[src/scsh_pkg.sv]
// Constants shared by the serial control hub blocks
package scsh_pkg;
  // ----------------------------------------
  // Timing
  // ----------------------------------------
  localparam int unsigned CLK_HZ = 50_000_000;
  localparam int unsigned TIMEOUT_MS = 25;
  localparam int unsigned TIMEOUT_CYCLES = (CLK_HZ / 1000) * TIMEOUT_MS;
  localparam int unsigned SMB_DIV = 16;
  localparam logic [1:0] PHASE_LAST = 2'(SMB_DIV / 4 - 1);
  localparam logic [7:0] RESET_SEQ_CYCLES = 8'h40;
  // ----------------------------------------
  // Chain framing
  // ----------------------------------------
  localparam logic [3:0] RESET_PATTERN = 4'hc;
  localparam logic [2:0] START_PATTERN = 3'h2;
  localparam logic [5:0] FRAME_BITS = 6'h26;
  localparam logic [4:0] REPLY_BITS = 5'h10;
  localparam int FR_BC = 37;
  localparam int FR_CHIP = 32;
  localparam int FR_OP = 28;
  localparam int FR_ADDR = 16;
  // ----------------------------------------
  // Opcodes
  // ----------------------------------------
  localparam logic [3:0] OP_REG_READ = 4'h0;
  localparam logic [3:0] OP_REG_WRITE = 4'h1;
  localparam logic [3:0] OP_CHAIN_RESET = 4'h9;
  localparam logic [3:0] OP_EE_WRITE = 4'hd;
  localparam logic [3:0] OP_EE_READ = 4'he;
  // ----------------------------------------
  // Registers
  // ----------------------------------------
  localparam logic [11:0] OFS_CH_CTRL = 12'h002;
  localparam logic [11:0] OFS_EE_RESULT = 12'h010;
  localparam logic [11:0] OFS_CHIP_ID = 12'h011;
  localparam int CC_A_OFF = 0;
  localparam int CC_B_OFF = 1;
  localparam int CC_CLKGEN = 4;
  localparam int CC_INIT = 8;
  localparam logic [15:0] CH_CTRL_MASK = 16'h0013;
  localparam logic [15:0] CH_CTRL_RST = 16'h0000;
  localparam logic [4:0] CHIP_ID_RST = 5'h00;
  localparam int EE_VALID = 15;
  localparam int EE_DONE = 14;
endpackage

[src/scsh_smb_if.sv]
// Request and answer signals between the hub core and its SMBus engine
`timescale 1ns/1ps
interface scsh_smb_if;
  logic tick;
  logic start;
  logic is_read;
  logic [6:0] slave_addr;
  logic [7:0] byte_addr;
  logic [7:0] wr_data;
  logic busy;
  logic done;
  logic ok;
  logic [7:0] rd_data;
  modport core (output tick, start, is_read, slave_addr, byte_addr, wr_data,
    input busy, done, ok, rd_data);
  modport engine (input tick, start, is_read, slave_addr, byte_addr, wr_data,
    output busy, done, ok, rd_data);
endinterface

[src/scsh_smb_engine.sv]
// SMBus master for EEPROM byte write and random read
`timescale 1ns/1ps
module scsh_smb_engine #(
  parameter int unsigned TIMEOUT_CYCLES = scsh_pkg::TIMEOUT_CYCLES
) (
  // Clock and reset
  input wire logic clk_in,
  input wire logic sys_rst_in,
  // Core side
  scsh_smb_if.engine bus,
  // SMBus pins
  input wire logic smb_clk_in,
  output logic smb_clk_out,
  output logic smb_clk_oe_out,
  input wire logic smb_data_in,
  output logic smb_data_out,
  output logic smb_data_oe_out
);
  typedef enum logic [1:0] {E_IDLE, E_START, E_BIT, E_STOP} scsh_eng_t;
  scsh_eng_t state;
  logic scl_s1, scl_s2, sda_s1, sda_s2;
  logic [1:0] pre, q, idx;
  logic [3:0] bitn;
  logic [7:0] sr;
  logic rd, scl_low, sda_low, step, stall;
  logic [31:0] tcnt;

  function automatic logic [7:0] tx_byte(input logic [1:0] i, input logic r,
      input logic [6:0] a, input logic [7:0] b, input logic [7:0] w);
    case (i)
      2'h0: tx_byte = {a, 1'b0};
      2'h1: tx_byte = b;
      2'h2: tx_byte = r ? {a, 1'b1} : w;
      default: tx_byte = 8'hff;
    endcase
  endfunction

  // ----------------------------------------
  // Pin synchronisers and clock division
  // ----------------------------------------
  always_ff @(posedge clk_in) begin
    scl_s1 <= smb_clk_in;
    scl_s2 <= scl_s1;
    sda_s1 <= smb_data_in;
    sda_s2 <= sda_s1;
  end

  always_ff @(posedge clk_in) begin
    if (sys_rst_in || state == E_IDLE) begin
      pre <= 2'h0;
    end else if (bus.tick && !stall) begin
      pre <= pre + 2'h1;
    end
  end

  assign step = bus.tick && pre == scsh_pkg::PHASE_LAST && !stall;
  assign stall = (state == E_BIT || state == E_STOP) && q == 2'h2 && !scl_s2;

  always_ff @(posedge clk_in) begin
    if (sys_rst_in || !stall) begin
      tcnt <= 32'h0;
    end else begin
      tcnt <= tcnt + 32'h1;
    end
  end

  // ----------------------------------------
  // Bit sequencer
  // ----------------------------------------
  always_ff @(posedge clk_in) begin
    bus.done <= 1'b0;
    if (sys_rst_in) begin
      state <= E_IDLE;
      q <= 2'h0;
      idx <= 2'h0;
      bitn <= 4'h0;
      sr <= 8'h00;
      rd <= 1'b0;
      scl_low <= 1'b0;
      sda_low <= 1'b0;
      bus.ok <= 1'b0;
      bus.rd_data <= 8'h00;
    end else if (stall && tcnt == TIMEOUT_CYCLES - 1) begin
      state <= E_IDLE;
      scl_low <= 1'b0;
      sda_low <= 1'b0;
      bus.done <= 1'b1;
      bus.ok <= 1'b0;
    end else if (state == E_IDLE) begin
      q <= 2'h0;
      if (bus.start) begin
        state <= E_START;
        rd <= bus.is_read;
        idx <= 2'h0;
      end
    end else if (step) begin
      q <= q + 2'h1;
      case (state)
        E_START: begin
          case (q)
            2'h0: sda_low <= 1'b0;
            2'h1: scl_low <= 1'b0;
            2'h2: sda_low <= 1'b1;
            default: begin
              scl_low <= 1'b1;
              sr <= tx_byte(idx, rd, bus.slave_addr, bus.byte_addr, bus.wr_data);
              bitn <= 4'h0;
              state <= E_BIT;
            end
          endcase
        end
        E_BIT: begin
          case (q)
            2'h0: begin
              if (bitn == 4'h8) begin
                sda_low <= 1'b0;
              end else begin
                sda_low <= (idx == 2'h3) ? 1'b0 : !sr[7];
              end
            end
            2'h1: scl_low <= 1'b0;
            2'h2: begin
              if (bitn != 4'h8) begin
                sr <= {sr[6:0], sda_s2};
              end else if (idx != 2'h3 && sda_s2) begin
                state <= E_IDLE;
                scl_low <= 1'b0;
                sda_low <= 1'b0;
                bus.done <= 1'b1;
                bus.ok <= 1'b0;
              end
            end
            default: begin
              scl_low <= 1'b1;
              bitn <= bitn + 4'h1;
              if (bitn == 4'h8) begin
                bitn <= 4'h0;
                sr <= tx_byte(idx + 2'h1, rd, bus.slave_addr, bus.byte_addr, bus.wr_data);
                idx <= idx + 2'h1;
                if (idx == 2'h3) begin
                  bus.rd_data <= sr;
                  state <= E_STOP;
                end else if (idx == 2'h1 && rd) begin
                  state <= E_START;
                end else if (idx == 2'h2 && !rd) begin
                  state <= E_STOP;
                end
              end
            end
          endcase
        end
        default: begin
          case (q)
            2'h0: sda_low <= 1'b1;
            2'h1: scl_low <= 1'b0;
            2'h2: sda_low <= 1'b1;
            default: begin
              sda_low <= 1'b0;
              state <= E_IDLE;
              bus.done <= 1'b1;
              bus.ok <= 1'b1;
            end
          endcase
        end
      endcase
    end
  end

  assign bus.busy = state != E_IDLE;
  assign smb_clk_out = 1'b0;
  assign smb_clk_oe_out = scl_low;
  assign smb_data_out = 1'b0;
  assign smb_data_oe_out = sda_low;
endmodule

[src/scsh_hub.sv]
// Serial control chain front end of the memory hub with SPD access
// Contract
// - Sample command line on both clock edges
// - Pattern 1100 resets chain pin state
// - After reset: upstream input, downstream output, repeater
// - Broadcast chain reset drives channels A, B
// - Switched-off channel (off bit set) ignores broadcast initialisation; the init bit powers up every powered-down channel whose off bit is clear
// - Address field selects register or EEPROM slave
// - Data field: byte address, write data
// - Random read: address write, then read
// - Read byte stored, bit 15 valid
// - Reading result register clears bit 15
// - Successful byte write sets bit 14
// - Read frame uses repeated start and NACK
// - SMBus clock is chain clock over 16
// - NACK or stretch timeout aborts, sets bit 14
// - Timeout at least 25 ms after bit
// - Hard reset: defaults, channels and clocks down
// - Channel control bits switch off channels
// - Opcode 1110 starts EEPROM random read
// - Opcode 1101 starts EEPROM byte write
// - Opcode 1001 resets addressed hub channels
`timescale 1ns/1ps
module scsh_hub #(
  parameter int unsigned TIMEOUT_CYCLES = scsh_pkg::TIMEOUT_CYCLES
) (
  // Clock and reset
  input wire logic clk_in,
  input wire logic sys_rst_in,
  // Serial control chain
  input wire logic chain_serial_clock_in,
  input wire logic chain_command_line_in,
  input wire logic upstream_chain_pin_in,
  output logic upstream_chain_pin_out,
  output logic upstream_chain_pin_oe_out,
  input wire logic downstream_chain_pin_in,
  output logic downstream_chain_pin_out,
  output logic downstream_chain_pin_oe_out,
  output logic repeater_enable_out,
  // Downstream channels
  output logic chan_a_sio_reset_out,
  output logic chan_b_sio_reset_out,
  output logic chan_a_power_down_out,
  output logic chan_b_power_down_out,
  output logic clock_gen_enable_out,
  // SMBus pins
  input wire logic smb_clk_in,
  output logic smb_clk_out,
  output logic smb_clk_oe_out,
  input wire logic smb_data_in,
  output logic smb_data_out,
  output logic smb_data_oe_out
);
  // ----------------------------------------
  // Declarations
  // ----------------------------------------
  scsh_smb_if smb ();
  logic sck_s1, sck_s2, sck_d;
  logic cmd_s1, cmd_s2;
  logic up_s1, up_s2;
  logic rise, edge_any;
  logic [3:0] hist, next_hist;
  logic chain_rst;
  logic in_frame;
  logic [5:0] bit_cnt;
  logic [37:0] frame;
  logic frame_done;
  logic [3:0] op;
  logic [11:0] addr;
  logic [15:0] data;
  logic hit;
  logic [4:0] reply_cnt;
  logic [15:0] reply_sr;
  logic [15:0] ch_ctrl;
  logic [4:0] chip_id;
  logic a_pd, b_pd;
  logic ee_valid, ee_done;
  logic [7:0] ee_data;
  logic ee_read_acc;
  logic ee_cmd;
  logic [7:0] seq_cnt;
  logic [15:0] next_ch_ctrl;

  function automatic logic [15:0] reg_read(input logic [11:0] a,
      input logic [15:0] cc, input logic [4:0] id, input logic v,
      input logic d, input logic [7:0] ed);
    if (a == scsh_pkg::OFS_CH_CTRL) begin
      reg_read = cc;
    end else if (a == scsh_pkg::OFS_EE_RESULT) begin
      reg_read = {v, d, 6'h00, ed};
    end else if (a == scsh_pkg::OFS_CHIP_ID) begin
      reg_read = {11'h000, id};
    end else begin
      reg_read = 16'h0000;
    end
  endfunction

  // ----------------------------------------
  // Input synchronisers
  // ----------------------------------------
  always_ff @(posedge clk_in) begin
    sck_s1 <= chain_serial_clock_in;
    sck_s2 <= sck_s1;
    sck_d <= sck_s2;
    cmd_s1 <= chain_command_line_in;
    cmd_s2 <= cmd_s1;
    up_s1 <= upstream_chain_pin_in;
    up_s2 <= up_s1;
  end

  assign rise = sck_s2 && !sck_d;
  assign edge_any = sck_s2 != sck_d;
  assign next_hist = {hist[2:0], cmd_s2};

  // ----------------------------------------
  // Command line history and chain reset
  // ----------------------------------------
  always_ff @(posedge clk_in) begin
    if (sys_rst_in) begin
      hist <= 4'h0;
    end else if (edge_any) begin
      hist <= next_hist;
    end
  end

  always_ff @(posedge clk_in) begin
    if (sys_rst_in) begin
      chain_rst <= 1'b0;
    end else begin
      chain_rst <= edge_any && next_hist == scsh_pkg::RESET_PATTERN;
    end
  end

  always_ff @(posedge clk_in) begin
    if (sys_rst_in) begin
      upstream_chain_pin_oe_out <= 1'b0;
      downstream_chain_pin_oe_out <= 1'b0;
      repeater_enable_out <= 1'b0;
    end else if (chain_rst) begin
      upstream_chain_pin_oe_out <= 1'b0;
      downstream_chain_pin_oe_out <= 1'b1;
      repeater_enable_out <= 1'b1;
    end
  end

  assign upstream_chain_pin_out = 1'b0;

  // ----------------------------------------
  // Frame capture
  // ----------------------------------------
  always_ff @(posedge clk_in) begin
    if (sys_rst_in || chain_rst) begin
      in_frame <= 1'b0;
      bit_cnt <= 6'h00;
      frame <= 38'h0;
      frame_done <= 1'b0;
    end else begin
      frame_done <= 1'b0;
      if (!in_frame && edge_any && next_hist[2:0] == scsh_pkg::START_PATTERN) begin
        in_frame <= 1'b1;
        bit_cnt <= 6'h00;
      end else if (in_frame && rise) begin
        frame <= {frame[36:0], up_s2};
        bit_cnt <= bit_cnt + 6'h01;
        if (bit_cnt == scsh_pkg::FRAME_BITS - 6'h01) begin
          in_frame <= 1'b0;
          frame_done <= 1'b1;
        end
      end
    end
  end

  assign op = frame[scsh_pkg::FR_OP +: 4];
  assign addr = frame[scsh_pkg::FR_ADDR +: 12];
  assign data = frame[15:0];
  assign hit = frame[scsh_pkg::FR_BC] || frame[scsh_pkg::FR_CHIP +: 5] == chip_id;
  assign ee_read_acc = frame_done && hit && op == scsh_pkg::OP_REG_READ
    && addr == scsh_pkg::OFS_EE_RESULT;
  assign ee_cmd = frame_done && hit && !smb.busy
    && (op == scsh_pkg::OP_EE_READ || op == scsh_pkg::OP_EE_WRITE);

  // ----------------------------------------
  // Read reply and repeating
  // ----------------------------------------
  always_ff @(posedge clk_in) begin
    if (sys_rst_in || chain_rst) begin
      reply_cnt <= 5'h00;
      reply_sr <= 16'h0000;
      downstream_chain_pin_out <= 1'b0;
    end else begin
      if (frame_done && hit && op == scsh_pkg::OP_REG_READ) begin
        reply_cnt <= scsh_pkg::REPLY_BITS;
        reply_sr <= reg_read(addr, ch_ctrl, chip_id, ee_valid, ee_done, ee_data);
      end else if (rise && reply_cnt != 5'h00) begin
        reply_cnt <= reply_cnt - 5'h01;
        reply_sr <= {reply_sr[14:0], 1'b0};
      end
      if (reply_cnt != 5'h00) begin
        downstream_chain_pin_out <= reply_sr[15];
      end else begin
        downstream_chain_pin_out <= repeater_enable_out && up_s2;
      end
    end
  end

  // ----------------------------------------
  // Configuration registers
  // ----------------------------------------
  assign next_ch_ctrl = data & scsh_pkg::CH_CTRL_MASK;

  always_ff @(posedge clk_in) begin
    if (sys_rst_in) begin
      ch_ctrl <= scsh_pkg::CH_CTRL_RST;
      chip_id <= scsh_pkg::CHIP_ID_RST;
    end else if (frame_done && hit && op == scsh_pkg::OP_REG_WRITE) begin
      if (addr == scsh_pkg::OFS_CH_CTRL) begin
        ch_ctrl <= next_ch_ctrl;
      end else if (addr == scsh_pkg::OFS_CHIP_ID) begin
        chip_id <= data[4:0];
      end
    end
  end

  always_ff @(posedge clk_in) begin
    if (sys_rst_in) begin
      a_pd <= 1'b1;
      b_pd <= 1'b1;
    end else if (frame_done && hit && op == scsh_pkg::OP_REG_WRITE
        && addr == scsh_pkg::OFS_CH_CTRL) begin
      a_pd <= next_ch_ctrl[scsh_pkg::CC_A_OFF] || (a_pd && !data[scsh_pkg::CC_INIT]);
      b_pd <= next_ch_ctrl[scsh_pkg::CC_B_OFF] || (b_pd && !data[scsh_pkg::CC_INIT]);
    end
  end

  assign chan_a_power_down_out = a_pd;
  assign chan_b_power_down_out = b_pd;
  assign clock_gen_enable_out = ch_ctrl[scsh_pkg::CC_CLKGEN];

  // ----------------------------------------
  // Downstream chain reset sequence
  // ----------------------------------------
  always_ff @(posedge clk_in) begin
    if (sys_rst_in) begin
      seq_cnt <= 8'h00;
    end else if (frame_done && hit && op == scsh_pkg::OP_CHAIN_RESET) begin
      seq_cnt <= scsh_pkg::RESET_SEQ_CYCLES;
    end else if (seq_cnt != 8'h00) begin
      seq_cnt <= seq_cnt - 8'h01;
    end
  end

  always_ff @(posedge clk_in) begin
    if (sys_rst_in) begin
      chan_a_sio_reset_out <= 1'b0;
      chan_b_sio_reset_out <= 1'b0;
    end else begin
      chan_a_sio_reset_out <= seq_cnt != 8'h00 && !ch_ctrl[scsh_pkg::CC_A_OFF];
      chan_b_sio_reset_out <= seq_cnt != 8'h00 && !ch_ctrl[scsh_pkg::CC_B_OFF];
    end
  end

  // ----------------------------------------
  // EEPROM command launch
  // ----------------------------------------
  always_ff @(posedge clk_in) begin
    if (sys_rst_in) begin
      smb.start <= 1'b0;
      smb.is_read <= 1'b0;
      smb.slave_addr <= 7'h00;
      smb.byte_addr <= 8'h00;
      smb.wr_data <= 8'h00;
    end else begin
      smb.start <= ee_cmd;
      if (ee_cmd) begin
        smb.is_read <= op == scsh_pkg::OP_EE_READ;
        smb.slave_addr <= addr[6:0];
        smb.byte_addr <= data[7:0];
        smb.wr_data <= data[15:8];
      end
    end
  end

  assign smb.tick = rise;

  // ----------------------------------------
  // EEPROM result register
  // ----------------------------------------
  always_ff @(posedge clk_in) begin
    if (sys_rst_in) begin
      ee_valid <= 1'b0;
      ee_done <= 1'b0;
      ee_data <= 8'h00;
    end else begin
      if (smb.done && smb.ok && smb.is_read) begin
        ee_valid <= 1'b1;
        ee_data <= smb.rd_data;
      end else if (ee_read_acc) begin
        ee_valid <= 1'b0;
      end
      if (smb.done && !(smb.ok && smb.is_read)) begin
        ee_done <= 1'b1;
      end else if (ee_cmd) begin
        ee_done <= 1'b0;
      end
    end
  end

  scsh_smb_engine #(
    .TIMEOUT_CYCLES(TIMEOUT_CYCLES)
  ) u_engine (
    .clk_in(clk_in),
    .sys_rst_in(sys_rst_in),
    .bus(smb.engine),
    .smb_clk_in(smb_clk_in),
    .smb_clk_out(smb_clk_out),
    .smb_clk_oe_out(smb_clk_oe_out),
    .smb_data_in(smb_data_in),
    .smb_data_out(smb_data_out),
    .smb_data_oe_out(smb_data_oe_out)
  );
endmodule

[config.mk]
export PLATFORM = sky130hd
export DESIGN_NAME = scsh_hub
export DESIGN_NICKNAME = d
export VERILOG_FILES = /design/src/scsh_pkg.sv /design/src/scsh_smb_if.sv /design/src/scsh_smb_engine.sv /design/src/scsh_hub.sv
export SDC_FILE = /design/constraint.sdc
export NUM_CORES = 1
export LEC_CHECK = 0
export ABC_AREA = 1
export BUFFER_PORTS_ARGS = -buffer_cell sky130_fd_sc_hd__buf_4
export CAP_MARGIN = 20
export CORE_AREA = 2 2 143 145
export DETAILED_ROUTE_END_ITERATION = 12
export DIE_AREA = 0 0 145 147
export HOLD_SLACK_MARGIN = 0.06
export MAX_ROUTING_LAYER = met4
export PLACE_DENSITY = 0.72
export SLEW_MARGIN = 40
export SYNTH_ARGS = -nofsm -noshare
export SYNTH_HDL_FRONTEND = slang
export SYNTH_SLANG_ARGS = --single-unit
[constraint.sdc]
create_clock -name clk_in -period 3.3 [get_ports clk_in]
set_input_delay 0.33 -clock clk_in [delete_from_list [all_inputs] [get_ports clk_in]]
set_output_delay 0.33 -clock clk_in [all_outputs]
set_load 0.005 [all_outputs]
### Yosys cells after proc, flatten, opt, wreduce, memory -nomap -nowiden

Cells that the tools add are included.

* add/subtract/negate cells: 8
* equality and inequality tests: 52
* multiplexer cells: 74
* bitwise operators: 7
* reduce and logical (&&, ||, !) cells: 92

Operators with widths (count)
* 16-bit 2-to-1 mux: 4
* 8-bit one-hot mux with 3 select lines: 2
* 2-bit 2-to-1 mux: 19
* 32-bit by 1-bit adder with 32-bit output, second input constant: 1
* 32-bit by 21-bit equality test with 1-bit output, second input constant: 1
* 1-bit logical AND: 32
* 8-bit 2-to-1 mux: 4
* 8-bit one-hot mux with 2 select lines: 2
* 7-bit AND reduction: 4
* 12-bit by 5-bit equality test with 1-bit output, second input constant: 2
* 1-bit 2-to-1 mux: 23
* 2-bit nonzero test: 11
* 4-bit equality test, second input constant: 5
* 2-bit inequality test, second input constant: 10
* 3-bit inequality test, second input constant: 6
* 4-bit inequality test, second input constant: 4
* 1-bit one-hot mux with 2 select lines: 8
* 5-bit 2-to-1 mux: 3
* 2-bit equality test, second input constant: 7
* 7-bit 2-to-1 mux: 2
* 12-bit by 2-bit equality test with 1-bit output, second input constant: 1
* 4-bit 2-to-1 mux: 3
* 6-bit AND reduction: 2
* 2-bit OR reduction: 6
* 31 further kinds: 71

* register bits: 204
* bits of input ports: 8
* logic and storage cells: 284

### Longest topological paths before layout

Gate-level depths: netlist of the first run.

* depth in word-level cells: 10
* gate-level depth with buffers: 14

### Modules after synthesis

A second synthesis of the first run with hierarchy kept.

* cells, all modules: 1413
* area total of the unflattened synthesis: 9907.0 µm²

By module, submodules not included
* scsh_hub: times used 1, cells an instance 709, area each 5507.8 µm²
* scsh_smb_engine: times used 1, cells an instance 704, area each 4399.2 µm²

### Worst setup path after synthesis of the first run

Ideal clock, no wire load.

* kind: reg-to-reg
* from: register u_engine.state[0]
* to: register u_engine.sr[0]
* setup time: 0.114 ns
* arrival: 1.699 ns
* required time: 3.186 ns
* setup slack: 1.486 ns
* stages on the path, launching flop included: 14
* path through: dfxtp_1 > inv_1 > ha_1 > buf_6 > inv_2 > buf_4 > nand2_1 > nand2_1 > inv_1 > nor2_2 > nand3_4 > buf_6 > nor3b_2 > nor2_1

* cells in the longest elaborated chain, start to end: 7
* elaborated cells between the ends (all ways): 19
* those cells by class: eq/ne: 7; mux: 1; bitwise: 2; reduce/logical: 9

RTL lines
* start, declared: line scsh_smb_engine.sv:20 `scsh_eng_t state;`
* start signal, assigned: line scsh_smb_engine.sv:73 `state <= E_IDLE;`
* start signal, assigned: line scsh_smb_engine.sv:84 `state <= E_IDLE;`
* start signal, assigned: line scsh_smb_engine.sv:92 `state <= E_START;`
* 2-bit equality test, on equally long branches: line scsh_smb_engine.sv:57, scsh_smb_engine.sv:98
* 1-bit logical OR: line scsh_smb_engine.sv:57 `assign stall = (state == E_BIT || state == E_STOP) && q == 2'h2 && !scl_s2;`
* 1-bit logical AND (2 in a row): line scsh_smb_engine.sv:57
* 1-bit logical NOT / 1-bit logical AND (equally long branches): line scsh_smb_engine.sv:56, scsh_smb_engine.sv:83
* 1-bit logical AND / 1-bit inverter (equally long branches)
* 8-bit AND reduction (no source line)
* end signal, assigned: line scsh_smb_engine.sv:106 `sr <= tx_byte(idx, rd, bus.slave_addr, bus.byte_addr, bus.wr_data);`
* end signal, assigned: line scsh_smb_engine.sv:124 `sr <= {sr[6:0], sda_s2};`
* end signal, assigned: line scsh_smb_engine.sv:138 `sr <= tx_byte(idx + 2'h1, rd, bus.slave_addr, bus.byte_addr, bus.wr_data);`
* end, declared: line scsh_smb_engine.sv:24 `logic [7:0] sr;`

Several ways; a longest one is shown, not always the timed one.
A chain may end at the register's enable or synchronous reset.

### Final worst setup path of the first run

* from: register u_engine.state[0]
* to: register u_engine.bus.rd_data[7]

* cells in the longest elaborated chain, start to end: 7
* elaborated cells between the ends (all ways): 12
* those cells by class: eq/ne: 2; bitwise: 2; reduce/logical: 8

RTL lines
* 2-bit equality test, on equally long branches: line scsh_smb_engine.sv:57, scsh_smb_engine.sv:98
* 1-bit logical OR: line scsh_smb_engine.sv:57
* 1-bit logical AND (2 in a row): line scsh_smb_engine.sv:57
* 1-bit logical NOT / 1-bit logical AND (equally long branches): line scsh_smb_engine.sv:56, scsh_smb_engine.sv:83
* 1-bit logical AND / 1-bit inverter (equally long branches)
* 7-bit AND reduction (no source line) (*)
* end signal, assigned: line scsh_smb_engine.sv:141 `bus.rd_data <= sr;`
* end, declared: line scsh_smb_if.sv:17 `output busy, done, ok, rd_data);`

Every way passes the cells marked *; elsewhere a longest branch is shown, timed or not.

==> flow_summary.html, run 1 <==
<table>
<tr><th>Metric</th><th>Value</th></tr>
<tr><th colspan="2">Status</th></tr>
<tr><td>Outcome</td><td>complete, no violations</td></tr>
<tr><th colspan="2">Min path</th></tr>
<tr><td>Path class of the lowest-slack min-delay path</td><td>input port to flip-flop</td></tr>
<tr><td>Instance count along the most critical hold path</td><td>2</td></tr>
<tr><th colspan="2">Worst setup path</th></tr>
<tr><td>R2r endpoint</td><td>u_engine.bus.rd_data[7]</td></tr>
<tr><td>Setup crit start kind</td><td>flip-flop</td></tr>
<tr><td>Worst r2r path cells</td><td>10</td></tr>
<tr><td>Delay-heaviest family, CP</td><td>simple AND/OR/NAND/NOR gates</td></tr>
<tr><td>Cell chain of the critical path</td><td>inv_1 -&gt; ha_1 -&gt; nor2_1 -&gt; nor3_4 -&gt; nor2_2 -&gt; nand2_2 -&gt; inv_2 -&gt; nand2_1 -&gt; o21ai_0 -&gt; nor2_1</td></tr>
<tr><td>Worst setup path endpoint</td><td>u_engine.bus.rd_data[7]</td></tr>
<tr><td>Setup Crit Path Kind</td><td>flip-flop to flip-flop</td></tr>
<tr><td>RR Startpoint</td><td>u_engine.state[0]</td></tr>
<tr><td>CP Data Arrival Time</td><td>2710 ps</td></tr>
<tr><td>Endpoint class of the critical path</td><td>flip-flop</td></tr>
<tr><td>Reg-to-reg slack, setup</td><td>970 ps</td></tr>
<tr><td>CP max-delay cell</td><td>dfxtp_1</td></tr>
<tr><td>Slowest Stage Delay on Critical Path</td><td>410 ps</td></tr>
<tr><td>Worst setup startpoint</td><td>u_engine.state[0]</td></tr>
<tr><td>Data required time of the worst path</td><td>3680 ps</td></tr>
<tr><td>Max Fanout on Critical Path</td><td>13</td></tr>
<tr><td>Critical Path Most Common Cell</td><td>nor2_1</td></tr>
<tr><td>Worst path buffer plus inverter count</td><td>2</td></tr>
<tr><td>Stages on worst setup path</td><td>10</td></tr>
<tr><th colspan="2">GRT</th></tr>
<tr><td>GRT Overall Usage</td><td>21.2%</td></tr>
<tr><td>GRT met2 Usage</td><td>35.7%</td></tr>
<tr><td>First-pass GRT wire length</td><td>37400 um</td></tr>
<tr><td>Largest net degree at the start of global routing</td><td>55</td></tr>
<tr><td>GR Util met3</td><td>2.86%</td></tr>
<tr><td>Peak-usage layer in the global routing report</td><td>met2</td></tr>
<tr><td>Initial antenna violation count</td><td>0</td></tr>
<tr><td>Via count of the first global-routing pass</td><td>8093</td></tr>
<tr><td>Aggregate global routing overflow</td><td>0</td></tr>
<tr><td>Met1 Usage GRT</td><td>26.8%</td></tr>
<tr><th colspan="2">Floorplanning</th></tr>
<tr><td>FP Rows</td><td>52</td></tr>
<tr><td>Floorplan Core Area</td><td>19800 um^2</td></tr>
<tr><td>Die Span Y</td><td>147 um</td></tr>
<tr><td>Width of the die</td><td>145 um</td></tr>
<tr><td>Total die area</td><td>21300 um^2</td></tr>
<tr><td>Initial core utilization</td><td>49.1%</td></tr>
<tr><td>Boundary Pins</td><td>22</td></tr>
<tr><th colspan="2">Final layout</th></tr>
<tr><td>Fillers</td><td>1892</td></tr>
<tr><td>Count of nets after finishing</td><td>1379</td></tr>
<tr><td>Area growth from synthesis to layout</td><td>10.7%</td></tr>
<tr><td>Layout cell share with drive strength beyond 1</td><td>8.50%</td></tr>
<tr><td>Total inserted antenna cells</td><td>0</td></tr>
<tr><td>Post-layout utilization of the core</td><td>54.3%</td></tr>
<tr><th colspan="2">STA</th></tr>
<tr><td>Unrepaired setup endpoints after global routing</td><td>no</td></tr>
<tr><td>Slew @ Worst Pin</td><td>699 ps</td></tr>
<tr><td>Final worst path period share</td><td>70.6%</td></tr>
<tr><td>Min Hold Slack</td><td>188 ps</td></tr>
<tr><td>Tightest slew margin relative to the limit</td><td>53.3%</td></tr>
<tr><td>Hold violation count in the final report</td><td>0</td></tr>
<tr><td>Total Neg Setup Slack</td><td>0 ps</td></tr>
<tr><td>Post-layout min period</td><td>2330 ps</td></tr>
<tr><td>Max Slew Vio Count</td><td>0</td></tr>
<tr><td>Final setup fails</td><td>0</td></tr>
<tr><td>Post-route clock skew</td><td>8.09 ps</td></tr>
<tr><td>Upper clock frequency limit</td><td>429 MHz</td></tr>
<tr><th colspan="2">Clock tree</th></tr>
<tr><td>Clock transition time at the flip-flop clock pins of the worst setup and hold paths</td><td>60 ps</td></tr>
<tr><td>TritonCTS Sinks</td><td>204</td></tr>
<tr><td>TritonCTS Buffers</td><td>23</td></tr>
<tr><td>H-tree depth</td><td>1</td></tr>
<tr><td>Source-to-sink clock delay at the later pin of the worst-skew pair</td><td>500 ps</td></tr>
<tr><td>Clock Tree Buf Depth</td><td>3</td></tr>
<tr><td>Clock tree from TritonCTS</td><td>yes</td></tr>
<tr><td>Root Buffer Master</td><td>clkbuf_16</td></tr>
<tr><th colspan="2">Logic synthesis</th></tr>
<tr><td>Synthesized area per cell</td><td>7.23 um^2</td></tr>
<tr><td>Part of the Yosys area used for sequential elements</td><td>41.9%</td></tr>
<tr><td>Count of warnings emitted by yosys</td><td>0</td></tr>
<tr><td>Cell area after synthesis</td><td>9740 um^2</td></tr>
<tr><td>Library cells used by synthesis</td><td>46</td></tr>
<tr><td>Cell count after synthesis</td><td>1347</td></tr>
<tr><td>Flip-flop and latch count after synthesis</td><td>204</td></tr>
<tr><td>Most instantiated flip-flop cell in the synthesis netlist</td><td>dfxtp_1</td></tr>
<tr><td>Async SR Flop Fraction</td><td>0%</td></tr>
<tr><td>Post-synth EDFFs</td><td>0</td></tr>
<tr><th colspan="2">Drt</th></tr>
<tr><td>Number of remaining DRC errors</td><td>0</td></tr>
<tr><td>Routed wire per std cell</td><td>13.6 um</td></tr>
<tr><td>Routed via count</td><td>8634</td></tr>
<tr><td>Starting DRT DRC Count</td><td>465</td></tr>
<tr><td>Post-detailed-route via-to-cell ratio</td><td>5.28</td></tr>
<tr><td>DRT antenna net count</td><td>0</td></tr>
<tr><td>TritonRoute pass-1 iters</td><td>7</td></tr>
<tr><td>Wire length reported by the detailed router</td><td>22200 um</td></tr>
<tr><th colspan="2">Pwr</th></tr>
<tr><td>Static Leak</td><td>4.10 nW</td></tr>
<tr><td>Max rail drop VDD</td><td>0.348 mV</td></tr>
<tr><td>Power density of the placed cells</td><td>515 nW/um^2</td></tr>
<tr><th colspan="2">Place</th></tr>
<tr><td>Number of buffers added on ports</td><td>16</td></tr>
<tr><td>Half-perimeter wire length of the detailed placement result</td><td>15300 um</td></tr>
<tr><td>GPL Wtd Cong</td><td>0.931</td></tr>
<tr><th colspan="2">Job</th></tr>
<tr><td>Max-capacitance violation count</td><td>0</td></tr>
</table>
## metal layers
metal  vias to the layer above  part of all wire, %
li1                       4440                    -
met1                      3967                   45
met2                       182                   47
met3                        45                  4.7
met4                         0                  2.7
met5                         -                    0
## through the flow
step / instances / area [um^2] / setup WS, ps / power (mW)
6_report: 1634 / 10800 / 969 / 5.55
5_1_grt: 1634 / 10800 / 707 / 5.77
4_1_cts: 1634 / 10800 / 993 / 5.61
3_5_place_dp: 1588 / 9960 / 1000 / 3.01
3_3_place_gp: 1588 / 9960 / 1050 / 3.00
2_1_floorplan: 1350 / 9750 / 1490 / 2.92
## state kept, by name, indices dropped and copies added, names as in the netlist, 2 cells and up
signal                flops
frame                    38
u_engine.tcnt            32
reply_sr                 16
ee_data                   8
seq_cnt                   8
smb.byte_addr             8
smb.wr_data               8
u_engine.bus.rd_data      8
u_engine.sr               8
smb.slave_addr            7
bit_cnt                   6
chip_id                   5
reply_cnt                 5
u_engine.bitn             4
ch_ctrl                   3
hist                      3
u_engine.idx              2
u_engine.pre              2
u_engine.q                2
u_engine.state            2
## worst min path at each step
stage / start / end / slack [ps]
after CTS: sys_rst_in / ch_ctrl[0] / 170
after detailed placement: cmd_s1 / cmd_s2 / 310
after global routing: sys_rst_in / ch_ctrl[1] / 190
after global placement: u_engine.sda_s1 / u_engine.sda_s2 / 310
after floorplan: cmd_s1 / cmd_s2 / 310
final: sys_rst_in / ee_done / 190
## what timing repair did
action | CTS | global route
hold endpoints to repair | 5 | 0
resized for setup | 0 | 0
endpoints found under the setup margin | 0 | 0
hold buffers | 5 | 0
buffers inserted | 0 | 0
## cell usage in the layout, fill, tap and decap left out, types with 4 or more instances in the layout
cell type	count
a211oi_1	8
o21ai_0	83
o21a_1	4
nor2_2	8
ha_1	23
conb_1	4
dlygate4sd3_1	5
xor2_1	7
a21oi_1	148
nor3_1	45
nand2_2	8
nor2_1	137
dfxtp_1	204
clkinv_2	5
xnor2_1	8
clkbuf_16	23
buf_4	24
nand2_1	272
inv_2	7
nor4_1	6
clkinvlp_4	4
nor2_4	6
inv_1	148
nand4_1	52
nand3_1	68
a31oi_1	11
nor3_2	4
## cell usage after synthesis, types with 2 or more instances
| master | number | share of area, % |
|---|---|---|
| nor2_1 | 138 | 5.3 |
| o21ai_0 | 83 | 4.3 |
| xnor2_1 | 8 | 0.72 |
| nand4_1 | 52 | 3.3 |
| a21oi_4 | 2 | 0.33 |
| buf_4 | 8 | 0.62 |
| nor3_4 | 3 | 0.50 |
| o21a_1 | 4 | 0.31 |
| buf_2 | 15 | 0.77 |
| o211ai_1 | 2 | 0.15 |
| a211oi_1 | 8 | 0.62 |
| nor3_2 | 4 | 0.41 |
| inv_1 | 149 | 5.7 |
| nand3_2 | 3 | 0.31 |
| nor2_4 | 6 | 0.69 |
| nand2_4 | 2 | 0.23 |
| dfxtp_1 | 204 | 42 |
| nand3_1 | 68 | 3.5 |
| buf_6 | 7 | 0.81 |
| nor3_1 | 45 | 2.3 |
| inv_2 | 6 | 0.23 |
| nand2_1 | 272 | 10 |
| nand2_2 | 8 | 0.51 |
| ha_1 | 23 | 3.0 |
| a31oi_1 | 11 | 0.71 |
| nor2_2 | 7 | 0.45 |
| xor2_1 | 7 | 0.63 |
| nand3_4 | 3 | 0.54 |
| clkbuf_1 | 25 | 0.96 |
| nor4_1 | 6 | 0.39 |
| o31ai_1 | 3 | 0.23 |
| nor3b_2 | 2 | 0.26 |
| a21oi_1 | 148 | 7.6 |
| or2_2 | 3 | 0.19 |
## area by class of cell
cell class	count	area, um^2	area share [%]
sequential	204	4080	37.9
clock buffer	29	628	5.83
inverter	156	586	5.43
tap	270	338	3.13
multi-input combinational	934	4770	44.2
timing repair buffer	29	230	2.14
clock inverter	12	145	1.35
## power breakdown
part / total (mW) / switching, mW / internal, mW
Combinational: 0.392 / 0.239 / 0.153
Sequential: 2.58 / 0.0418 / 2.53
Clock: 2.58 / 0.998 / 1.58
## cell families after synthesis
kind of cell               share of synthesized area (%)
buffers and inverters                               9.21
xor gates and xnor gates                            1.35
DFF                                                 41.9
other                                             0.0385
and+or+nand+nor                                     30.1
AOI/OAI and AO/OA                                   14.4
adders and majority gates                           2.96
Power figures use the tool's default switching activity.
==> run 2, diff against run 1 <==
--- a/config.mk
+++ b/config.mk
@@ -13,7 +13,7 @@
 export DIE_AREA = 0 0 145 147
 export HOLD_SLACK_MARGIN = 0.06
 export MAX_ROUTING_LAYER = met4
-export PLACE_DENSITY = 0.72
+export PLACE_DENSITY = 0.75
 export SLEW_MARGIN = 40
 export SYNTH_ARGS = -nofsm -noshare
 export SYNTH_HDL_FRONTEND = slang
==> constraint.sdc (replaced) <==
create_clock -name clk_in -period 2 [get_ports clk_in]
set_input_delay 0.2 -clock clk_in [delete_from_list [all_inputs] [get_ports clk_in]]
set_output_delay 0.2 -clock clk_in [all_outputs]
set_load 0.005 [all_outputs]
==> flow_summary.html, run 2 (synthesis results as in run 1) <==
<table>
<tr><th>Metric</th><th>Value</th></tr>
<tr><th colspan="2">STA</th></tr>
<tr><td>Tightest slew margin relative to the limit</td><td>64.1% (+11 points)</td></tr>
<tr><td>Min Hold Slack</td><td>326 ps (+138 ps)</td></tr>
<tr><td>Max Slew Vio Count</td><td>0 (unchanged)</td></tr>
<tr><td>Hold violation count in the final report</td><td>0 (unchanged)</td></tr>
<tr><td>PnR worst setup slack</td><td>166 ps (-803 ps)</td></tr>
<tr><td>Unrepaired setup endpoints after global routing</td><td>yes</td></tr>
<tr><td>Final worst path period share</td><td>91.7% (+21 points)</td></tr>
<tr><td>Slew @ Worst Pin</td><td>538 ps (-161 ps)</td></tr>
<tr><td>Final setup fails</td><td>0 (unchanged)</td></tr>
<tr><td>Post-layout min period</td><td>1830 ps (-497 ps)</td></tr>
<tr><td>Post-route clock skew</td><td>22.9 ps (+14.8 ps)</td></tr>
<tr><td>Upper clock frequency limit</td><td>545 MHz (+27%)</td></tr>
<tr><th colspan="2">Worst setup path</th></tr>
<tr><td>CP Data Arrival Time</td><td>2230 ps (-480 ps)</td></tr>
<tr><td>Worst setup startpoint</td><td>u_engine.state[0]</td></tr>
<tr><td>Setup Crit Path Kind</td><td>flip-flop to flip-flop</td></tr>
<tr><td>Slowest Stage Delay on Critical Path</td><td>310 ps (-100 ps)</td></tr>
<tr><td>Setup crit start kind</td><td>flip-flop</td></tr>
<tr><td>Data required time of the worst path</td><td>2400 ps (-1280 ps)</td></tr>
<tr><td>Worst path buffer plus inverter count</td><td>2 (unchanged)</td></tr>
<tr><td>Max Fanout on Critical Path</td><td>8 (-5)</td></tr>
<tr><td>Worst setup path endpoint</td><td>u_engine.bus.rd_data[1]</td></tr>
<tr><td>Delay-heaviest family, CP</td><td>simple AND/OR/NAND/NOR gates</td></tr>
<tr><td>Cell chain of the critical path</td><td>buf_4 -&gt; ha_1 -&gt; nor2_1 -&gt; nor3_4 -&gt; nor2_2 -&gt; nand2_2 -&gt; inv_4 -&gt; nand2_1 -&gt; o21ai_0 -&gt; nor2_1</td></tr>
<tr><td>Stages on worst setup path</td><td>10 (unchanged)</td></tr>
<tr><td>Critical Path Most Common Cell</td><td>nor2_1</td></tr>
<tr><td>RR Startpoint</td><td>u_engine.state[0]</td></tr>
<tr><td>Endpoint class of the critical path</td><td>flip-flop</td></tr>
<tr><td>Reg-to-reg slack, setup</td><td>170 ps (-800 ps)</td></tr>
<tr><td>R2r endpoint</td><td>u_engine.bus.rd_data[1]</td></tr>
<tr><td>Worst r2r path cells</td><td>10 (unchanged)</td></tr>
<tr><td>CP max-delay cell</td><td>dfxtp_1</td></tr>
<tr><th colspan="2">Final layout</th></tr>
<tr><td>Flip-flop count of the largest register, all copies and words added</td><td>38 (unchanged)</td></tr>
<tr><td>Biggest regs</td><td>frame x38, u_engine.tcnt x32, reply_sr x16</td></tr>
<tr><td>Total inserted antenna cells</td><td>0 (unchanged)</td></tr>
<tr><td>Area growth from synthesis to layout</td><td>12.5%</td></tr>
<tr><td>Fillers</td><td>1872 (-1.1%)</td></tr>
<tr><td>Most frequent standard cell in the layout excluding fill and tap cells</td><td>nand2_1</td></tr>
<tr><td>Layout cell share with drive strength beyond 1</td><td>10.2% (+1.7 points)</td></tr>
<tr><td>Leading cell types in the layout, fill and taps excluded</td><td>nand2_1 (270), dfxtp_1 (204), inv_1 (149)</td></tr>
<tr><td>Largest register by flop count</td><td>frame</td></tr>
<tr><td>Count of nets after finishing</td><td>1402 (+1.7%)</td></tr>
<tr><td>Cell area after layout</td><td>11000 um^2 (+1.6%)</td></tr>
<tr><th colspan="2">GRT</th></tr>
<tr><td>Initial antenna violation count</td><td>0 (unchanged)</td></tr>
<tr><td>GRT Overall Usage</td><td>21.6% (+0.40 points)</td></tr>
<tr><td>Via count of the first global-routing pass</td><td>8145 (+0.64%)</td></tr>
<tr><td>First-pass GRT wire length</td><td>38300 um (+2.2%)</td></tr>
<tr><td>Largest net degree at the start of global routing</td><td>43 (-22%)</td></tr>
<tr><td>Aggregate global routing overflow</td><td>0 (unchanged)</td></tr>
<tr><th colspan="2">Floorplanning</th></tr>
<tr><td>Die Span Y</td><td>147 um (unchanged)</td></tr>
<tr><td>Total die area</td><td>21300 um^2 (unchanged)</td></tr>
<tr><td>Width of the die</td><td>145 um (unchanged)</td></tr>
<tr><td>Floorplan Core Area</td><td>19800 um^2 (unchanged)</td></tr>
<tr><td>FP Rows</td><td>52 (unchanged)</td></tr>
<tr><td>Boundary Pins</td><td>22 (unchanged)</td></tr>
<tr><td>Initial core utilization</td><td>49.1% (unchanged)</td></tr>
<tr><th colspan="2">Place</th></tr>
<tr><td>Placed instance area</td><td>10100 um^2 (+1.6%)</td></tr>
<tr><td>GPL Wtd Cong</td><td>0.907 (-2.5%)</td></tr>
<tr><td>Number of buffers added on ports</td><td>16 (unchanged)</td></tr>
<tr><td>Half-perimeter wire length of the detailed placement result</td><td>15500 um (+1.3%)</td></tr>
<tr><td>Post-place setup slack</td><td>92.9 ps (-908 ps)</td></tr>
<tr><th colspan="2">Pwr</th></tr>
<tr><td>Static Leak</td><td>4.21 nW (+2.9%)</td></tr>
<tr><td>Power density of the placed cells</td><td>806 nW/um^2 (+57%)</td></tr>
<tr><td>Max rail drop VDD</td><td>0.545 mV (+57%)</td></tr>
<tr><th colspan="2">Clock tree</th></tr>
<tr><td>Root Buffer Master</td><td>clkbuf_16</td></tr>
<tr><td>TritonCTS Buffers</td><td>22 (-4.3%)</td></tr>
<tr><td>Clock transition time at the flip-flop clock pins of the worst setup and hold paths</td><td>60 ps (about the same)</td></tr>
<tr><td>H-tree depth</td><td>1 (unchanged)</td></tr>
<tr><td>Source-to-sink clock delay at the later pin of the worst-skew pair</td><td>510 ps (about the same)</td></tr>
<tr><td>Clock tree from TritonCTS</td><td>yes</td></tr>
<tr><td>Clock Tree Buf Depth</td><td>3 (unchanged)</td></tr>
<tr><td>TritonCTS Sinks</td><td>204 (unchanged)</td></tr>
<tr><th colspan="2">Drt</th></tr>
<tr><td>Length of routed wiring on met1</td><td>10200 um (+2.2%)</td></tr>
<tr><td>DRT antenna net count</td><td>0 (unchanged)</td></tr>
<tr><td>Met3 WL</td><td>1110 um (+6.3%)</td></tr>
<tr><td>Routed wire per std cell</td><td>13.6 um (+0.23%)</td></tr>
<tr><td>Wire length reported by the detailed router</td><td>22500 um (+1.6%)</td></tr>
<tr><td>Amount of wire on met2 after detailed routing</td><td>10400 um (-0.73%)</td></tr>
<tr><td>Number of remaining DRC errors</td><td>0 (unchanged)</td></tr>
<tr><td>TritonRoute pass-1 iters</td><td>6 (-1)</td></tr>
<tr><td>Starting DRT DRC Count</td><td>492 (+5.8%)</td></tr>
<tr><td>Post-detailed-route via-to-cell ratio</td><td>5.27 (-0.20%)</td></tr>
<tr><td>Routed via count</td><td>8733 (+1.1%)</td></tr>
<tr><td>Top Metal Used</td><td>met4</td></tr>
<tr><th colspan="2">Job</th></tr>
<tr><td>Max-capacitance violation count</td><td>0 (unchanged)</td></tr>
<tr><th colspan="2">Min path</th></tr>
<tr><td>Path class of the lowest-slack min-delay path</td><td>flip-flop to flip-flop</td></tr>
<tr><th colspan="2">Status</th></tr>
<tr><td>Outcome</td><td>complete, no violations</td></tr>
</table>
## run 2: cell count changes in the layout (fill, tap and decap cells not counted), moves of 3 or more
cell        delta
bufinv_16      -3
clkbuf_8       +3
buf_4         +20
clkinvlp_4     -3
## run 2: worst min path at each step
stage	startpoint	to	cells past startpoint
after floorplan	chain_command_line_in	cmd_s1	0
after global placement	smb_data_in	u_engine.sda_s1	1
after global routing	sck_s1	sck_s2	0
after detailed placement	smb_clk_in	u_engine.scl_s1	1
after CTS	sck_s1	sck_s2	0
final	u_engine.sda_s1	u_engine.sda_s2	0
## run 2: final cells by class
cell class	count	area [um^2]	share of cell area, %
well taps	270	338	3.08
inverters	156	588	5.37
flip-flops and latches	204	4080	37.3
multi-input cells	935	4820	44.0
clock inverters	5	27.5	0.251
repair buffers	52	422	3.85
clock buffers	34	677	6.18
## run 2: per-layer routing
layer	vias up	track usage [%]
met1	3981	27.7
met2	215	35.2
li1	4482	-
met3	55	2.89
met5	-	-
met4	0	7.87
## run 2: worst register-to-register path, stage by stage, from the launching register on
cell and delay [ps]:
dfxtp_1 310, buf_4 150, ha_1 180, nor2_1 160, nor3_4 70, nor2_2 130
nand2_2 140, inv_4 160, nand2_1 170, o21ai_0 230, nor2_1 60
## run 2: repair_timing
action / CTS / global route
buffers inserted: 0 / 2
hold endpoints to repair: 8 / 0
hold buffers: 6 / 0
resized for setup: 0 / 13
setup endpoints to repair: 0 / 42
## run 2: stage by stage
stage	cells	util [%]	TNS (ps)	power, mW
2_1_floorplan	1350	-	0	4.82
4_1_cts	1653	54.8	0	8.92
6_report	1656	55.2	0	8.84
3_5_place_dp	1608	51.0	0	5.00
3_3_place_gp	1608	51.0	0	4.97
5_1_grt	1656	55.2	-12.4	9.21
## run 2: power by group
group / total [mW] / internal [mW] / switching (mW)
sequential: 4.25 / 4.18 / 0.0700
clock: 3.90 / 2.32 / 1.58
combinational: 0.679 / 0.279 / 0.400
total: 8.84 / 6.78 / 2.05
==> run 3, diff against run 2 <==
--- a/config.mk
+++ b/config.mk
@@ -8,12 +8,14 @@
 export ABC_AREA = 1
 export BUFFER_PORTS_ARGS = -buffer_cell sky130_fd_sc_hd__buf_4
 export CAP_MARGIN = 20
-export CORE_AREA = 2 2 143 145
+export CELL_PAD_IN_SITES_DETAIL_PLACEMENT = 1
+export CELL_PAD_IN_SITES_GLOBAL_PLACEMENT = 1
+export CORE_AREA = 2 2 156 158
 export DETAILED_ROUTE_END_ITERATION = 12
-export DIE_AREA = 0 0 145 147
+export DIE_AREA = 0 0 158 160
 export HOLD_SLACK_MARGIN = 0.06
 export MAX_ROUTING_LAYER = met4
-export PLACE_DENSITY = 0.75
+export PLACE_DENSITY = 0.82
 export SLEW_MARGIN = 40
 export SYNTH_ARGS = -nofsm -noshare
 export SYNTH_HDL_FRONTEND = slang
==> flow_summary.html, run 3 (synthesis results as in run 1) <==
<table>
<tr><th>Metric</th><th>Value</th></tr>
<tr><th colspan="2">Worst setup path</th></tr>
<tr><td>Delay-heaviest family, CP</td><td>simple AND/OR/NAND/NOR gates</td></tr>
<tr><td>Endpoint class of the critical path</td><td>flip-flop</td></tr>
<tr><td>Worst path buffer plus inverter count</td><td>4 (+2)</td></tr>
<tr><td>CP max-delay cell</td><td>dfxtp_2</td></tr>
<tr><td>Setup Crit Path Kind</td><td>flip-flop to flip-flop</td></tr>
<tr><td>Cell chain of the critical path</td><td>inv_2 -&gt; ha_2 -&gt; buf_6 -&gt; inv_2 -&gt; nor3_2 -&gt; o21ai_1 -&gt; nand2_1 -&gt; inv_1 -&gt; nor2_4 -&gt; nand3_4 -&gt; nor3b_4 -&gt; nor2_1</td></tr>
<tr><td>Critical Path Most Common Cell</td><td>inv_2</td></tr>
<tr><td>Setup crit start kind</td><td>flip-flop</td></tr>
<tr><td>Data required time of the worst path</td><td>2410 ps (about the same)</td></tr>
<tr><td>Max Fanout on Critical Path</td><td>8 (unchanged)</td></tr>
<tr><td>CP Data Arrival Time</td><td>2320 ps (+90 ps)</td></tr>
<tr><td>Slowest Stage Delay on Critical Path</td><td>340 ps (+30 ps)</td></tr>
<tr><th colspan="2">Min path</th></tr>
<tr><td>Path class of the lowest-slack min-delay path</td><td>input port to flip-flop</td></tr>
<tr><th colspan="2">STA</th></tr>
<tr><td>Tightest slew margin relative to the limit</td><td>63.4% (-0.76 points)</td></tr>
<tr><td>Final worst path period share</td><td>95.1% (+3.4 points)</td></tr>
<tr><td>Post-layout min period</td><td>1900 ps (+67.6 ps)</td></tr>
<tr><td>Final setup fails</td><td>0 (unchanged)</td></tr>
<tr><td>Post-route clock skew</td><td>20.8 ps (-2.10 ps)</td></tr>
<tr><td>Slew @ Worst Pin</td><td>550 ps (+11.4 ps)</td></tr>
<tr><td>Total Neg Setup Slack</td><td>0 ps (unchanged)</td></tr>
<tr><td>Upper clock frequency limit</td><td>526 MHz (-3.6%)</td></tr>
<tr><td>Hold violation count in the final report</td><td>0 (unchanged)</td></tr>
<tr><td>Max Slew Vio Count</td><td>0 (unchanged)</td></tr>
<tr><th colspan="2">Final layout</th></tr>
<tr><td>Layout cell share with drive strength beyond 1</td><td>11.3% (+1.1 points)</td></tr>
<tr><td>Sequential cell area</td><td>4090 um^2 (about the same)</td></tr>
<tr><td>Flip-flop count of the largest register, all copies and words added</td><td>38 (unchanged)</td></tr>
<tr><td>Count of nets after finishing</td><td>1409 (+0.50%)</td></tr>
<tr><td>Multi-input logic area</td><td>4860 um^2 (+0.75%)</td></tr>
<tr><td>Leading cell types in the layout, fill and taps excluded</td><td>nand2_1 (268), dfxtp_1 (202), inv_1 (148), a21oi_1 (148), nor2_1 (135)</td></tr>
<tr><td>Fillers</td><td>3046 (+63%)</td></tr>
<tr><td>Count of placed standard cells in the final layout, fillers left out</td><td>1719 (+3.8%)</td></tr>
<tr><td>Largest register by flop count</td><td>frame</td></tr>
<tr><td>Most frequent standard cell in the layout excluding fill and tap cells</td><td>nand2_1</td></tr>
<tr><td>Biggest regs</td><td>frame x38, u_engine.tcnt x32, reply_sr x16</td></tr>
<tr><td>Area growth from synthesis to layout</td><td>15.0%</td></tr>
<tr><td>Total inserted antenna cells</td><td>0 (unchanged)</td></tr>
<tr><th colspan="2">GRT</th></tr>
<tr><td>Via count of the first global-routing pass</td><td>9278 (+14%)</td></tr>
<tr><td>Aggregate global routing overflow</td><td>0 (unchanged)</td></tr>
<tr><td>First-pass GRT wire length</td><td>45100 um (+18%)</td></tr>
<tr><td>GRT Overall Usage</td><td>22.2% (+0.61 points)</td></tr>
<tr><td>Initial antenna violation count</td><td>0 (unchanged)</td></tr>
<tr><td>Largest net degree at the start of global routing</td><td>44 (+2.3%)</td></tr>
<tr><th colspan="2">Floorplanning</th></tr>
<tr><td>FP Rows</td><td>57 (+9.6%)</td></tr>
<tr><td>Total die area</td><td>25300 um^2 (+19%)</td></tr>
<tr><td>Floorplan Core Area</td><td>23800 um^2 (+20%)</td></tr>
<tr><td>Width of the die</td><td>158 um (+9.0%)</td></tr>
<tr><td>Die Span Y</td><td>160 um (+8.8%)</td></tr>
<tr><td>Boundary Pins</td><td>22 (unchanged)</td></tr>
<tr><td>Initial core utilization</td><td>40.9% (-8.2 points)</td></tr>
<tr><th colspan="2">Clock tree</th></tr>
<tr><td>TritonCTS Buffers</td><td>24 (+9.1%)</td></tr>
<tr><td>H-tree depth</td><td>1 (unchanged)</td></tr>
<tr><td>Clock tree from TritonCTS</td><td>yes</td></tr>
<tr><td>TritonCTS Sinks</td><td>204 (unchanged)</td></tr>
<tr><td>Clock transition time at the flip-flop clock pins of the worst setup and hold paths</td><td>60 ps (about the same)</td></tr>
<tr><td>Source-to-sink clock delay at the later pin of the worst-skew pair</td><td>520 ps (about the same)</td></tr>
<tr><td>Clock Tree Buf Depth</td><td>3 (unchanged)</td></tr>
<tr><td>Root Buffer Master</td><td>clkbuf_16</td></tr>
<tr><th colspan="2">Pwr</th></tr>
<tr><td>Total power</td><td>9.31 mW (+5.3%)</td></tr>
<tr><td>Static Leak</td><td>4.31 nW (+2.3%)</td></tr>
<tr><td>Power density of the placed cells</td><td>831 nW/um^2 (+3.1%)</td></tr>
<tr><td>Max rail drop VDD</td><td>0.665 mV (+22%)</td></tr>
<tr><th colspan="2">Job</th></tr>
<tr><td>Max-capacitance violation count</td><td>0 (unchanged)</td></tr>
<tr><th colspan="2">Place</th></tr>
<tr><td>Post-Place Cells</td><td>1665 (+3.5%)</td></tr>
<tr><td>Half-perimeter wire length of the detailed placement result</td><td>19200 um (+24%)</td></tr>
<tr><td>GPL Wtd Cong</td><td>0.872 (-3.9%)</td></tr>
<tr><td>Number of buffers added on ports</td><td>16 (unchanged)</td></tr>
<tr><th colspan="2">Drt</th></tr>
<tr><td>Starting DRT DRC Count</td><td>503 (+2.2%)</td></tr>
<tr><td>DRT antenna net count</td><td>0 (unchanged)</td></tr>
<tr><td>TritonRoute pass-1 iters</td><td>4 (-2)</td></tr>
<tr><td>Wire length reported by the detailed router</td><td>27200 um (+21%)</td></tr>
<tr><td>Number of remaining DRC errors</td><td>0 (unchanged)</td></tr>
<tr><td>Routed via count</td><td>9079 (+4.0%)</td></tr>
<tr><td>Post-detailed-route via-to-cell ratio</td><td>5.28 (+0.15%)</td></tr>
<tr><td>Routed wire per std cell</td><td>15.8 um (+16%)</td></tr>
<tr><th colspan="2">Status</th></tr>
<tr><td>Outcome</td><td>complete, no violations</td></tr>
</table>
run 3: what timing repair did:
action | in CTS | in global routing
resized for setup | 3 | 26
setup endpoints to repair | 3 | 48
endpoints found under the hold margin | 7 | 0
cloned | 0 | 1
setup buffers | 0 | 4
hold buffers | 6 | 0
pin swaps | 0 | 5
run 3: cell type report:
type / count / area share, %
multi-input combinational: 935 / 43.4
sequential: 204 / 36.5
clock inverter: 4 / 0.436
clock buffer: 39 / 6.68
timing repair buffer: 57 / 4.10
inverter: 156 / 5.27
tap: 324 / 3.62
run 3: per-stage QoR:
stage	hold slack [ps]	setup WS (ps)	instance area (um^2)	util [%]
2_1_floorplan	228	186	9750	-
3_3_place_gp	305	89.1	10200	42.9
3_5_place_dp	306	-38.2	10200	42.9
4_1_cts	300	23.1	11100	46.5
5_1_grt	328	-40.6	11200	47.0
6_report	321	98.5	11200	47.0
run 3: layer usage:
| layer | vias up | wire (um) | global-route usage (%) |
|---|---|---|---|
| met5 | - | 0 | - |
| met4 | 0 | 589 | 5.41 |
| met3 | 40 | 551 | 2.58 |
| met2 | 96 | 13700 | 39.1 |
| met1 | 4459 | 12300 | 27.0 |
| li1 | 4484 | - | - |
run 3: worst reg2reg max path, cell delays in order, from the launching register on:
cell     delay (ps)
dfxtp_2         340
inv_2            60
ha_2            190
buf_6           140
inv_2            70
nor3_2          100
o21ai_1         100
nand2_1          80
inv_1            80
nor2_4          200
nand3_4         170
nor3b_4         220
nor2_1           50
run 3: path summary, 6_finish.rpt:
check | from | endpoint | slack (ps) | cells after the start
worst max-delay path | u_engine.state[0] | u_engine.sr[0] | 100 | 12
worst min-delay path | chain_serial_clock_in | sck_s1 | 320 | 2
worst max register to register | u_engine.state[0] | u_engine.sr[0] | 100 | 12
worst min register to register | u_engine.sda_s1 | u_engine.sda_s2 | 330 | 0
run 3: report_power, final:
group	internal (mW)	total [mW]	switching (mW)	leakage (nW)
Sequential	4.18	4.26	0.0749	1.65
Combinational	0.267	0.680	0.413	2.27
Clock	2.67	4.37	1.70	0.393
